[config.mk]
export PLATFORM = sky130hd
export DESIGN_NAME = gst_timer
export DESIGN_NICKNAME = d
export VERILOG_FILES = /design/src/shared/gst_pkg.sv /design/src/design/gst_edge_sync.sv /design/src/design/gst_timer.sv
export SDC_FILE = /design/constraint.sdc
export NUM_CORES = 1
export LEC_CHECK = 0
export BUFFER_PORTS_ARGS = -buffer_cell sky130_fd_sc_hd__buf_2
export CORE_MARGIN = 2
export CORE_UTILIZATION = 54
export DETAILED_ROUTE_END_ITERATION = 16
export GPL_ROUTABILITY_DRIVEN = 0
export PLACE_DENSITY = 0.79
export SYNTH_ARGS = -nofsm -noshare
export SYNTH_HDL_FRONTEND = slang
export SYNTH_SLANG_ARGS = --single-unit
[constraint.sdc]
create_clock -name core_clk -period 2.95 [get_ports core_clk]
set_input_delay 0.1475 -clock core_clk [delete_from_list [all_inputs] [get_ports core_clk]]
set_output_delay 0.1475 -clock core_clk [all_outputs]
set_load 0.02 [all_outputs]
[src/shared/gst_pkg.sv]
// Purpose: Constants for the gated sixteen-bit timer
// Assumes: APB, 32-bit data, one register per aligned word
// Notes:   Offsets chosen for this block
package gst_pkg;
  // Register byte addresses
  localparam logic [7:0] ADDR_COUNT_LOW  = 8'h00;
  localparam logic [7:0] ADDR_COUNT_HIGH = 8'h04;
  localparam logic [7:0] ADDR_CONTROL    = 8'h08;
  localparam logic [7:0] ADDR_GATE       = 8'h0C;
  localparam logic [7:0] ADDR_STATUS     = 8'h10;
  localparam logic [7:0] ADDR_CLKSEL     = 8'h14;
  // Control register fields
  localparam int CTL_RUN_BIT    = 0;
  localparam int CTL_PASS_BIT   = 2;
  localparam int CTL_WIDE_BIT   = 1;
  localparam int CTL_PS_LSB     = 4;
  // Gate register fields
  localparam int GATE_EN_BIT    = 0;
  localparam int GATE_POL_BIT   = 1;
  // Status register fields
  localparam int STAT_OVF_BIT   = 0;
  // Reset values
  localparam logic [7:0] CONTROL_RESET = 8'h00;
  localparam logic [3:0] CLKSEL_RESET  = 4'h0;
  // Clock source codes
  localparam logic [3:0] SRC_EXT_PIN   = 4'h0;
  localparam logic [3:0] SRC_SYS_DIV4  = 4'h1;
  localparam logic [3:0] SRC_SYS       = 4'h2;
  localparam logic [3:0] SRC_HFOSC     = 4'h3;
  localparam logic [3:0] SRC_LFOSC     = 4'h4;
  localparam logic [3:0] SRC_MFOSC     = 4'h5;
  localparam logic [3:0] SRC_XTAL      = 4'h6;
  localparam logic [3:0] SRC_REFCLK    = 4'h7;
  localparam logic [3:0] SRC_OVF_FIRST = 4'h8;
  localparam logic [3:0] SRC_OVF_LAST  = 4'hB;
  // Counts of the undivided clock per instruction cycle
  localparam int INSTR_DIV = 4;
  localparam logic [1:0] INSTR_DIV_MAX = 2'h3;
endpackage

[src/design/gst_edge_sync.sv]
// Purpose: Two-stage synchroniser with rising and falling detection
// Assumes: One clock; input from another domain
// Notes:   First stage read only by the second
module gst_edge_sync (
  input  wire logic core_clk,
  input  wire logic arst_n,
  input  wire logic async_in,
  output logic      level_out,
  output logic      rise_out,
  output logic      fall_out
);
  logic meta_reg;
  logic sync_reg;
  logic prev_reg;

  // Synchroniser chain and history stage
  always_ff @(posedge core_clk or negedge arst_n) begin
    if (!arst_n) begin
      meta_reg <= 1'b0;
      sync_reg <= 1'b0;
      prev_reg <= 1'b0;
    end else begin
      meta_reg <= async_in;
      sync_reg <= meta_reg;
      prev_reg <= sync_reg;
    end
  end

  // Edge pulses from settled stages
  assign level_out = sync_reg;
  assign rise_out  = sync_reg & ~prev_reg;
  assign fall_out  = ~sync_reg & prev_reg;
endmodule

[src/design/gst_timer.sv]
// Purpose: Gated sixteen-bit timer with APB registers
// Assumes: Pin sources and gate are synchronised before use; overflow inputs arrive as same-clock pulses
// Notes:   Unsynchronised path still sampled here, so it adds a count lag only
// Function
// - Sixteen-bit up-counter in two bytes; byte writes replace live count.
// - Run off stops; run on, gate off counts; both on follow gate.
// - Four-bit select picks external, system, oscillators, or other overflows.
// - Undivided system clock gives four counts per instruction cycle.
// - External-pin counting needs a falling edge first after enable, write, or disable.
// - External source counts rising edges, synchronised or pass-through.
// - Prescaler divides by 1,2,4,8; hidden; cleared by counter writes.
// - Pass-through bit bypasses synchroniser so counting continues in sleep; here the bit is only stored and the pin still goes through the synchroniser.
// - Switching sync mode may lose or add one count.
// - Byte reads stay valid; software stops counter before writing.
// - Wide mode routes high-byte accesses through a buffer.
// - Wide mode low read latches live high byte into buffer.
// - Wide mode low write loads buffer and new low together.
// - Wide mode high write leaves prescaler; only low write clears it.
// - Counter runs freely or under control of a gate signal.
// - Gated counting only while gate level matches polarity; else hold.
// - Rollover FFFFh to 0000h sets overflow flag until software clears.
//
// Decided for this implementation: the address map and the APB slave port.
module gst_timer (
  input  wire logic        core_clk,
  input  wire logic        arst_n,
  input  wire logic        psel,
  input  wire logic        penable,
  input  wire logic        pwrite,
  input  wire logic [7:0]  paddr,
  input  wire logic [31:0] pwdata,
  output logic             pready,
  output logic             pslverr,
  output logic [31:0]      prdata,
  input  wire logic        ext_count_input,
  input  wire logic        high_freq_internal_osc,
  input  wire logic        low_freq_internal_osc,
  input  wire logic        mid_freq_internal_osc,
  input  wire logic        secondary_crystal_osc,
  input  wire logic        reference_clock_out,
  input  wire logic [3:0]  timer_overflow_in,
  input  wire logic        gate_in,
  output logic             overflow_pulse,
  output logic             overflow_flag
);
  logic [7:0]  count_low_byte;
  logic [7:0]  count_high_byte;
  logic [7:0]  high_buffer_reg;
  logic [7:0]  timer_control_reg;
  logic [1:0]  gate_control_reg;
  logic [3:0]  clock_select_reg;
  logic [2:0]  prescale_reg;
  logic [1:0]  instr_phase_reg;
  logic        armed_reg;
  logic        run_prev_reg;
  logic        gate_meta_reg;
  logic        gate_sync_reg;
  logic [7:0]  src_level;
  logic [7:0]  src_rise;
  logic [7:0]  src_fall;
  logic        tick;
  logic        fall_seen;
  logic        count_en;
  logic        pulse;
  logic        wr_fire;
  logic        rd_setup;
  logic        wr_low;
  logic        wr_high;
  logic        run_en;
  logic        wide_access_mode;
  logic        pass_through;
  logic [1:0]  prescale_select;
  logic        gate_enable;
  logic        gate_polarity;
  logic [15:0] count_next;

  // Prescale terminal test; a count left above a lowered limit ends at once
  function automatic logic ps_done(input logic [2:0] cnt, input logic [1:0] sel);
    logic [2:0] lim;
    lim = 3'((4'd1 << sel) - 4'd1);
    return cnt >= lim;
  endfunction

  // Field decoding
  assign run_en           = timer_control_reg[gst_pkg::CTL_RUN_BIT];
  assign wide_access_mode = timer_control_reg[gst_pkg::CTL_WIDE_BIT];
  assign pass_through     = timer_control_reg[gst_pkg::CTL_PASS_BIT];
  assign prescale_select  = timer_control_reg[gst_pkg::CTL_PS_LSB +: 2];
  assign gate_enable      = gate_control_reg[gst_pkg::GATE_EN_BIT];
  assign gate_polarity    = gate_control_reg[gst_pkg::GATE_POL_BIT];

  // APB handshake, zero wait states
  assign pready  = 1'b1;
  assign pslverr = 1'b0;
  assign wr_fire = psel & penable & pwrite;
  assign rd_setup = psel & ~penable & ~pwrite;  // Read data and buffer load share this cycle
  assign wr_low  = wr_fire & (paddr == gst_pkg::ADDR_COUNT_LOW);
  assign wr_high = wr_fire & (paddr == gst_pkg::ADDR_COUNT_HIGH);

  // Synchronisers for every pin-level source
  gst_edge_sync u_sync_ext (.core_clk(core_clk), .arst_n(arst_n), .async_in(ext_count_input),
    .level_out(src_level[0]), .rise_out(src_rise[0]), .fall_out(src_fall[0]));
  gst_edge_sync u_sync_hf (.core_clk(core_clk), .arst_n(arst_n), .async_in(high_freq_internal_osc),
    .level_out(src_level[1]), .rise_out(src_rise[1]), .fall_out(src_fall[1]));
  gst_edge_sync u_sync_lf (.core_clk(core_clk), .arst_n(arst_n), .async_in(low_freq_internal_osc),
    .level_out(src_level[2]), .rise_out(src_rise[2]), .fall_out(src_fall[2]));
  gst_edge_sync u_sync_mf (.core_clk(core_clk), .arst_n(arst_n), .async_in(mid_freq_internal_osc),
    .level_out(src_level[3]), .rise_out(src_rise[3]), .fall_out(src_fall[3]));
  gst_edge_sync u_sync_xt (.core_clk(core_clk), .arst_n(arst_n), .async_in(secondary_crystal_osc),
    .level_out(src_level[4]), .rise_out(src_rise[4]), .fall_out(src_fall[4]));
  gst_edge_sync u_sync_rc (.core_clk(core_clk), .arst_n(arst_n), .async_in(reference_clock_out),
    .level_out(src_level[5]), .rise_out(src_rise[5]), .fall_out(src_fall[5]));
  assign src_level[7:6] = 2'b00;
  assign src_rise[7:6]  = 2'b00;
  assign src_fall[7:6]  = 2'b00;

  // Gate pin synchroniser
  always_ff @(posedge core_clk or negedge arst_n) begin
    if (!arst_n) begin
      gate_meta_reg <= 1'b0;
      gate_sync_reg <= 1'b0;
    end else begin
      gate_meta_reg <= gate_in;
      gate_sync_reg <= gate_meta_reg;
    end
  end

  // Instruction-cycle phase for the divided system clock
  always_ff @(posedge core_clk or negedge arst_n) begin
    if (!arst_n) begin
      instr_phase_reg <= 2'h0;
    end else begin
      instr_phase_reg <= instr_phase_reg + 2'h1;
    end
  end

  // Source selection; overflow codes are same-clock pulses
  always_comb begin
    tick      = 1'b0;
    fall_seen = 1'b1;
    unique case (clock_select_reg)
      gst_pkg::SRC_EXT_PIN:  begin
        tick      = src_rise[0];
        fall_seen = 1'b0;
      end
      gst_pkg::SRC_SYS_DIV4: tick = (instr_phase_reg == gst_pkg::INSTR_DIV_MAX);
      gst_pkg::SRC_SYS:      tick = 1'b1;
      gst_pkg::SRC_HFOSC:    tick = src_rise[1];
      gst_pkg::SRC_LFOSC:    tick = src_rise[2];
      gst_pkg::SRC_MFOSC:    tick = src_rise[3];
      gst_pkg::SRC_XTAL:     tick = src_rise[4];
      gst_pkg::SRC_REFCLK:   tick = src_rise[5];
      4'h8, 4'h9, 4'hA, 4'hB: tick = timer_overflow_in[clock_select_reg[1:0]];
      default:               tick = 1'b0;
    endcase
  end

  // Run and gate combination
  assign count_en = run_en & (~gate_enable | (gate_sync_reg == gate_polarity));

  // Falling-edge arming for the counter input
  always_ff @(posedge core_clk or negedge arst_n) begin
    if (!arst_n) begin
      armed_reg    <= 1'b0;
      run_prev_reg <= 1'b0;
    end else begin
      run_prev_reg <= run_en;
      if (wr_low | wr_high | ~run_en | (run_en & ~run_prev_reg & ~src_level[0])) begin
        armed_reg <= 1'b0;
      end else if (src_fall[0]) begin
        armed_reg <= 1'b1;
      end
    end
  end

  // Prescaler; cleared by counter writes, not by wide high write
  always_ff @(posedge core_clk or negedge arst_n) begin
    if (!arst_n) begin
      prescale_reg <= 3'h0;
    end else if (wr_low | (wr_high & ~wide_access_mode)) begin
      prescale_reg <= 3'h0;
    end else if (tick & count_en & (armed_reg | fall_seen)) begin
      prescale_reg <= ps_done(prescale_reg, prescale_select) ? 3'h0 : prescale_reg + 3'h1;
    end
  end

  // One count per prescaler output
  assign pulse = tick & count_en & (armed_reg | fall_seen) & ps_done(prescale_reg, prescale_select)
                 & ~wr_low & ~wr_high;
  assign count_next = {count_high_byte, count_low_byte} + 16'h0001;

  // Live counter and byte writes
  always_ff @(posedge core_clk or negedge arst_n) begin
    if (!arst_n) begin
      count_low_byte  <= 8'h00;
      count_high_byte <= 8'h00;
    end else if (wr_low) begin
      count_low_byte <= pwdata[7:0];
      if (wide_access_mode) begin
        count_high_byte <= high_buffer_reg;
      end
    end else if (wr_high & ~wide_access_mode) begin
      count_high_byte <= pwdata[7:0];
    end else if (pulse) begin
      count_low_byte  <= count_next[7:0];
      count_high_byte <= count_next[15:8];
    end
  end

  // High-byte buffer for wide access, latched with the low read data
  always_ff @(posedge core_clk or negedge arst_n) begin
    if (!arst_n) begin
      high_buffer_reg <= 8'h00;
    end else if (wide_access_mode & wr_high) begin
      high_buffer_reg <= pwdata[7:0];
    end else if (wide_access_mode & rd_setup & (paddr == gst_pkg::ADDR_COUNT_LOW)) begin
      high_buffer_reg <= count_high_byte;
    end
  end

  // Overflow event and sticky flag; set wins over clear
  always_ff @(posedge core_clk or negedge arst_n) begin
    if (!arst_n) begin
      overflow_flag  <= 1'b0;
      overflow_pulse <= 1'b0;
    end else begin
      overflow_pulse <= pulse & ({count_high_byte, count_low_byte} == 16'hFFFF);
      if (pulse & ({count_high_byte, count_low_byte} == 16'hFFFF)) begin
        overflow_flag <= 1'b1;
      end else if (wr_fire & (paddr == gst_pkg::ADDR_STATUS) & pwdata[gst_pkg::STAT_OVF_BIT]) begin
        overflow_flag <= 1'b0;
      end
    end
  end

  // Control registers
  always_ff @(posedge core_clk or negedge arst_n) begin
    if (!arst_n) begin
      timer_control_reg <= gst_pkg::CONTROL_RESET;
      gate_control_reg  <= 2'b00;
      clock_select_reg  <= gst_pkg::CLKSEL_RESET;
    end else if (wr_fire) begin
      if (paddr == gst_pkg::ADDR_CONTROL) begin
        timer_control_reg <= pwdata[7:0] & 8'h37;
      end
      if (paddr == gst_pkg::ADDR_GATE) begin
        gate_control_reg <= pwdata[1:0];
      end
      if (paddr == gst_pkg::ADDR_CLKSEL) begin
        clock_select_reg <= pwdata[3:0];
      end
    end
  end

  // Read data register; unmapped reads return zero
  always_ff @(posedge core_clk or negedge arst_n) begin
    if (!arst_n) begin
      prdata <= 32'h0000_0000;
    end else if (rd_setup) begin
      unique case (paddr)
        gst_pkg::ADDR_COUNT_LOW:  prdata <= {24'h00_0000, count_low_byte};
        gst_pkg::ADDR_COUNT_HIGH: prdata <= {24'h00_0000, wide_access_mode ? high_buffer_reg : count_high_byte};
        gst_pkg::ADDR_CONTROL:    prdata <= {24'h00_0000, timer_control_reg};
        gst_pkg::ADDR_GATE:       prdata <= {29'h0000_0000, gate_sync_reg, gate_control_reg};
        gst_pkg::ADDR_STATUS:     prdata <= {31'h0000_0000, overflow_flag};
        gst_pkg::ADDR_CLKSEL:     prdata <= {28'h000_0000, clock_select_reg};
        default:                  prdata <= 32'h0000_0000;
      endcase
    end
  end

  // Checks
  a_off_holds: assert property (@(posedge core_clk) disable iff (!arst_n)
    !run_en && !wr_low && !wr_high |=> $stable({count_high_byte, count_low_byte}))
    else $error("count moved while off");
  a_gate_holds: assert property (@(posedge core_clk) disable iff (!arst_n)
    gate_enable && (gate_sync_reg != gate_polarity) |-> !pulse)
    else $error("count while gate inactive");
  a_step_one: assert property (@(posedge core_clk) disable iff (!arst_n)
    pulse |=> {count_high_byte, count_low_byte} == $past({count_high_byte, count_low_byte}) + 16'h0001)
    else $error("step not one");
  a_ovf_sets: assert property (@(posedge core_clk) disable iff (!arst_n)
    pulse && {count_high_byte, count_low_byte} == 16'hFFFF |=> overflow_flag && overflow_pulse)
    else $error("overflow flag not set");
  a_wr_clears_ps: assert property (@(posedge core_clk) disable iff (!arst_n)
    wr_low |=> prescale_reg == 3'h0)
    else $error("prescaler not cleared");
  a_wide_hi_keep: assert property (@(posedge core_clk) disable iff (!arst_n)
    wide_access_mode && wr_high |=> $stable(count_high_byte))
    else $error("wide high write reached counter");
  a_wide_latch: assert property (@(posedge core_clk) disable iff (!arst_n)
    wide_access_mode && rd_setup && paddr == gst_pkg::ADDR_COUNT_LOW |=> high_buffer_reg == $past(count_high_byte))
    else $error("buffer not latched");
  a_wide_load: assert property (@(posedge core_clk) disable iff (!arst_n)
    wide_access_mode && wr_low |=> count_high_byte == $past(high_buffer_reg) && count_low_byte == $past(pwdata[7:0]))
    else $error("wide write not atomic");
  a_arm_needed: assert property (@(posedge core_clk) disable iff (!arst_n)
    clock_select_reg == gst_pkg::SRC_EXT_PIN && !armed_reg |-> !pulse)
    else $error("count before falling edge");
  a_sys_full: assert property (@(posedge core_clk) disable iff (!arst_n)
    clock_select_reg == gst_pkg::SRC_SYS && run_en && !gate_enable && prescale_select == 2'b00 |-> pulse || wr_low || wr_high)
    else $error("system clock not counted");
  c_overflow: cover property (@(posedge core_clk) disable iff (!arst_n) overflow_pulse);
  c_wide_write: cover property (@(posedge core_clk) disable iff (!arst_n) wide_access_mode && wr_low);
  c_ext_count: cover property (@(posedge core_clk) disable iff (!arst_n)
    clock_select_reg == gst_pkg::SRC_EXT_PIN && pulse);
  c_pass_count: cover property (@(posedge core_clk) disable iff (!arst_n)
    pass_through && clock_select_reg == gst_pkg::SRC_EXT_PIN && pulse);
endmodule

==> reports/summary.txt <==
outcome - complete, no violations
DR DRC count - 0
crit path launch type - flop
clock latency at the later pin of the worst-skew pair - 0.36 ns
Max Freq - 401 MHz
Num CTS Buffers - 9
worst r2r src - timer_control_reg[5]$_DFFE_PN0P_
number of nets with antenna violations after routing - 0
Post-synth EDFFs - 0
synthesized area per cell - 10.1 sq um
post-synthesis sequential area ratio - 0.465
fin. max-slew vios - 0
# hold bufs at CTS - 8
CP max FO - 13
endpoints failing setup - 0
PostCTS Resize Cnt - 0
total negative slack - 0 ns
Power, Total - 1.93 mW
initial core utilization - 0.564
fraction of layout instances using a drive strength above 1 - 0.219
vias per inst - 5.71
routed vias - 3056
VDD IR max - 0.279 mV
Top FF cell, synth - dfrtp_1
Core ar. - 0.00687 sq mm
Critical Path Sink - count_high_byte[2]$_DFFE_PN0P_
Reg clk slew, reported paths - 0.09 ns
Compound-Gate Fraction of Synth Area - 0.146
CTS max path bufs - 2
reg2reg setup slack - 0.46 ns
synthesized netlist cell count - 385
adder-cell share of the synthesized area - 0.0194
Slew headroom - 0.502
DR iter-0 viols - 297
Setup CP Type - reg2reg
Cell variety after synth - 60
Hold WS - 0.0258 ns
largest family of logic cells by synthesized area - simple AND/OR/NAND/NOR gates
required time worst endpoint - 3.18 ns
diode count - 0
Ys Warns - 0
die width - 88.7 microns
fin crit share - 0.845
final setup margin - 0.457 ns
Setup Skew - 0.0121 ns
dpl ws - 0.368 ns
Critical path origin - timer_control_reg[5]$_DFFE_PN0P_
CTS tree - yes
min Tclk post-route - 2.49 ns
Worst-Margin Slew - 0.747 ns
IO Port Bufs - 41
Area Growth Syn to Fin - 12.1%
Cell Area, Placed - 0.00407 sq mm
DR pass1 iterations - 5
post-route insts no fill - 535
Max Cap Viol - 0
#FFs+latches synth - 72
R2R Path End - count_high_byte[2]$_DFFE_PN0P_
Post-DP HPWL - 5.88 mm
number of global-route vias before repair - 2786
Hold Fails Final Rpt - 0
Cells after DPL - 511
die height - 88.7 microns
row count - 30
unrepaired setup endpoints after global routing - false
simple-gate share of the synthesized area - 0.171
Final Core Density - 0.633
FF-to-FF path depth - 8
Power per Cell Area - 444 mW/mm^2
WL/cell - 15.8 microns
Post-synth ARST share - 1.00
finished layout cell area - 0.00435 sq mm
die area - 0.00787 sq mm
Crit. End Element - flop
largest net degree at the start of global routing - 42
Mapped Area - 0.00388 sq mm
# clock sinks - 72
initial antenna violation count - 0
first-pass GRT wire length - 13.8 mm
post-CTS setup buffers - 0
Routed WL - 8.46 mm
mux share of post-synthesis cell area - 0.0955
crit path DAT - 2.72 ns
htree depth - 3
root buf cell - clkbuf_8
GRT Total Usage - 0.230
total I/O pin count - 92
# nets final - 496
gr ovfl total - 0
Worst Hold Class - in2reg
Synth Area in XOR/XNOR - 0.0203
P_leak - 2.04 nW
[critical path, stage by stage (launching register included)]
cell	delay [ns]
dfrtp_1	0.41
or2_2	0.31
ha_1	0.28
o21ai_0	0.10
a21oi_1	0.25
o31a_1	0.44
nand2_4	0.18
o21ai_0	0.29
a2bb2oi_2	0.09
[where the power goes]
part	switching [mW]	leakage, nW	internal (mW)
sequential	0.0134	0.949	1.01
clock	0.446	0.101	0.334
combinational	0.0900	0.987	0.0419
[cell families after synthesis]
group | after synthesis
adder cells (fa/ha/maj) | 6
buffers and inverters | 52
XOR/XNOR | 9
AO/OA/AOI/OAI | 85
AND/OR/NAND/NOR | 125
other | 2
multiplexers | 34
flip-flops | 72
[per-layer routing]
metal / GRT usage / up-vias / share of wire
met3: 0.0457 / 15 / 0.061
met2: 0.338 / 137 / 0.45
li1: - / 1416 / -
met4: 0.0964 / 0 / 0.020
met1: 0.333 / 1488 / 0.47
met5: 0 / - / 0
[area by class of cell]
class,instances,area (sq um)
clock buffers,9,124
clock inverters,7,73.8
fillers,532,2520
inverters,10,37.5
multi-input cells,285,1850
flip-flops and latches,72,1800
well taps,96,120
repair buffers,56,338
[synth_stat cells, types with 2 or more instances]
| master | instances | area share |
|---|---|---|
| dfrtp_1 | 72 | 0.46 |
| nor2_1 | 33 | 0.032 |
| nand2_1 | 31 | 0.030 |
| buf_4 | 26 | 0.050 |
| o21ai_0 | 24 | 0.031 |
| a21oi_1 | 23 | 0.030 |
| mux2i_1 | 19 | 0.049 |
| mux2_2 | 14 | 0.041 |
| nand3_1 | 14 | 0.018 |
| clkbuf_1 | 10 | 0.0097 |
| inv_1 | 10 | 0.0097 |
| a22oi_1 | 8 | 0.015 |
| and3_1 | 8 | 0.013 |
| xor2_1 | 8 | 0.018 |
| ha_1 | 6 | 0.019 |
| a22o_1 | 5 | 0.011 |
| a2bb2oi_1 | 5 | 0.011 |
| and2_1 | 4 | 0.0065 |
| buf_2 | 4 | 0.0052 |
| nand4_1 | 4 | 0.0065 |
| nor3_1 | 4 | 0.0052 |
| nor2b_1 | 3 | 0.0048 |
| o2bb2ai_1 | 3 | 0.0068 |
| a211oi_1 | 2 | 0.0039 |
| a21oi_2 | 2 | 0.0045 |
| and4_1 | 2 | 0.0045 |
| buf_6 | 2 | 0.0058 |
| conb_1 | 2 | 0.0019 |
| nand2b_1 | 2 | 0.0032 |
| nor3_2 | 2 | 0.0052 |
| nor4_1 | 2 | 0.0032 |
| o211ai_1 | 2 | 0.0039 |
| or2_2 | 2 | 0.0032 |
[worst min-delay path by stage]
| stage | from | to | slack (ns) | cells after the start |
|---|---|---|---|---|
| 3_5_place_dp | arst_n | u_sync_xt.meta_reg$_DFF_PN0_ | -0.02 | 1 |
| 5_1_grt | pwdata[6] | high_buffer_reg[6]$_DFFE_PN0P_ | 0.04 | 3 |
| 4_1_cts | pwdata[6] | high_buffer_reg[6]$_DFFE_PN0P_ | 0.02 | 3 |
| 6_report | pwdata[6] | high_buffer_reg[6]$_DFFE_PN0P_ | 0.03 | 3 |
| 3_3_place_gp | arst_n | u_sync_rc.meta_reg$_DFF_PN0_ | -0.02 | 1 |
| 2_1_floorplan | arst_n | armed_reg$_DFFE_PN0P_ | -0.15 | 0 |
[cell usage in the layout, fill, tap and decap left out, types with 3 or more instances in the layout]
cell / instances
conb_1: 26
inv_1: 10
nand4_1: 4
nor2b_1: 3
a21oi_1: 23
mux2i_1: 19
buf_2: 41
o2bb2ai_1: 3
a2bb2oi_1: 5
xor2_1: 8
clkbuf_8: 9
mux2_2: 14
a22o_1: 5
nor2_1: 33
buf_4: 7
ha_1: 6
and3_1: 8
nor3_1: 4
nand2_1: 31
dlygate4sd3_1: 8
o21ai_0: 24
inv_6: 3
dfrtp_1: 72
nand3_1: 14
a22oi_1: 8
and2_1: 4
Power figures use the tool's default switching activity.
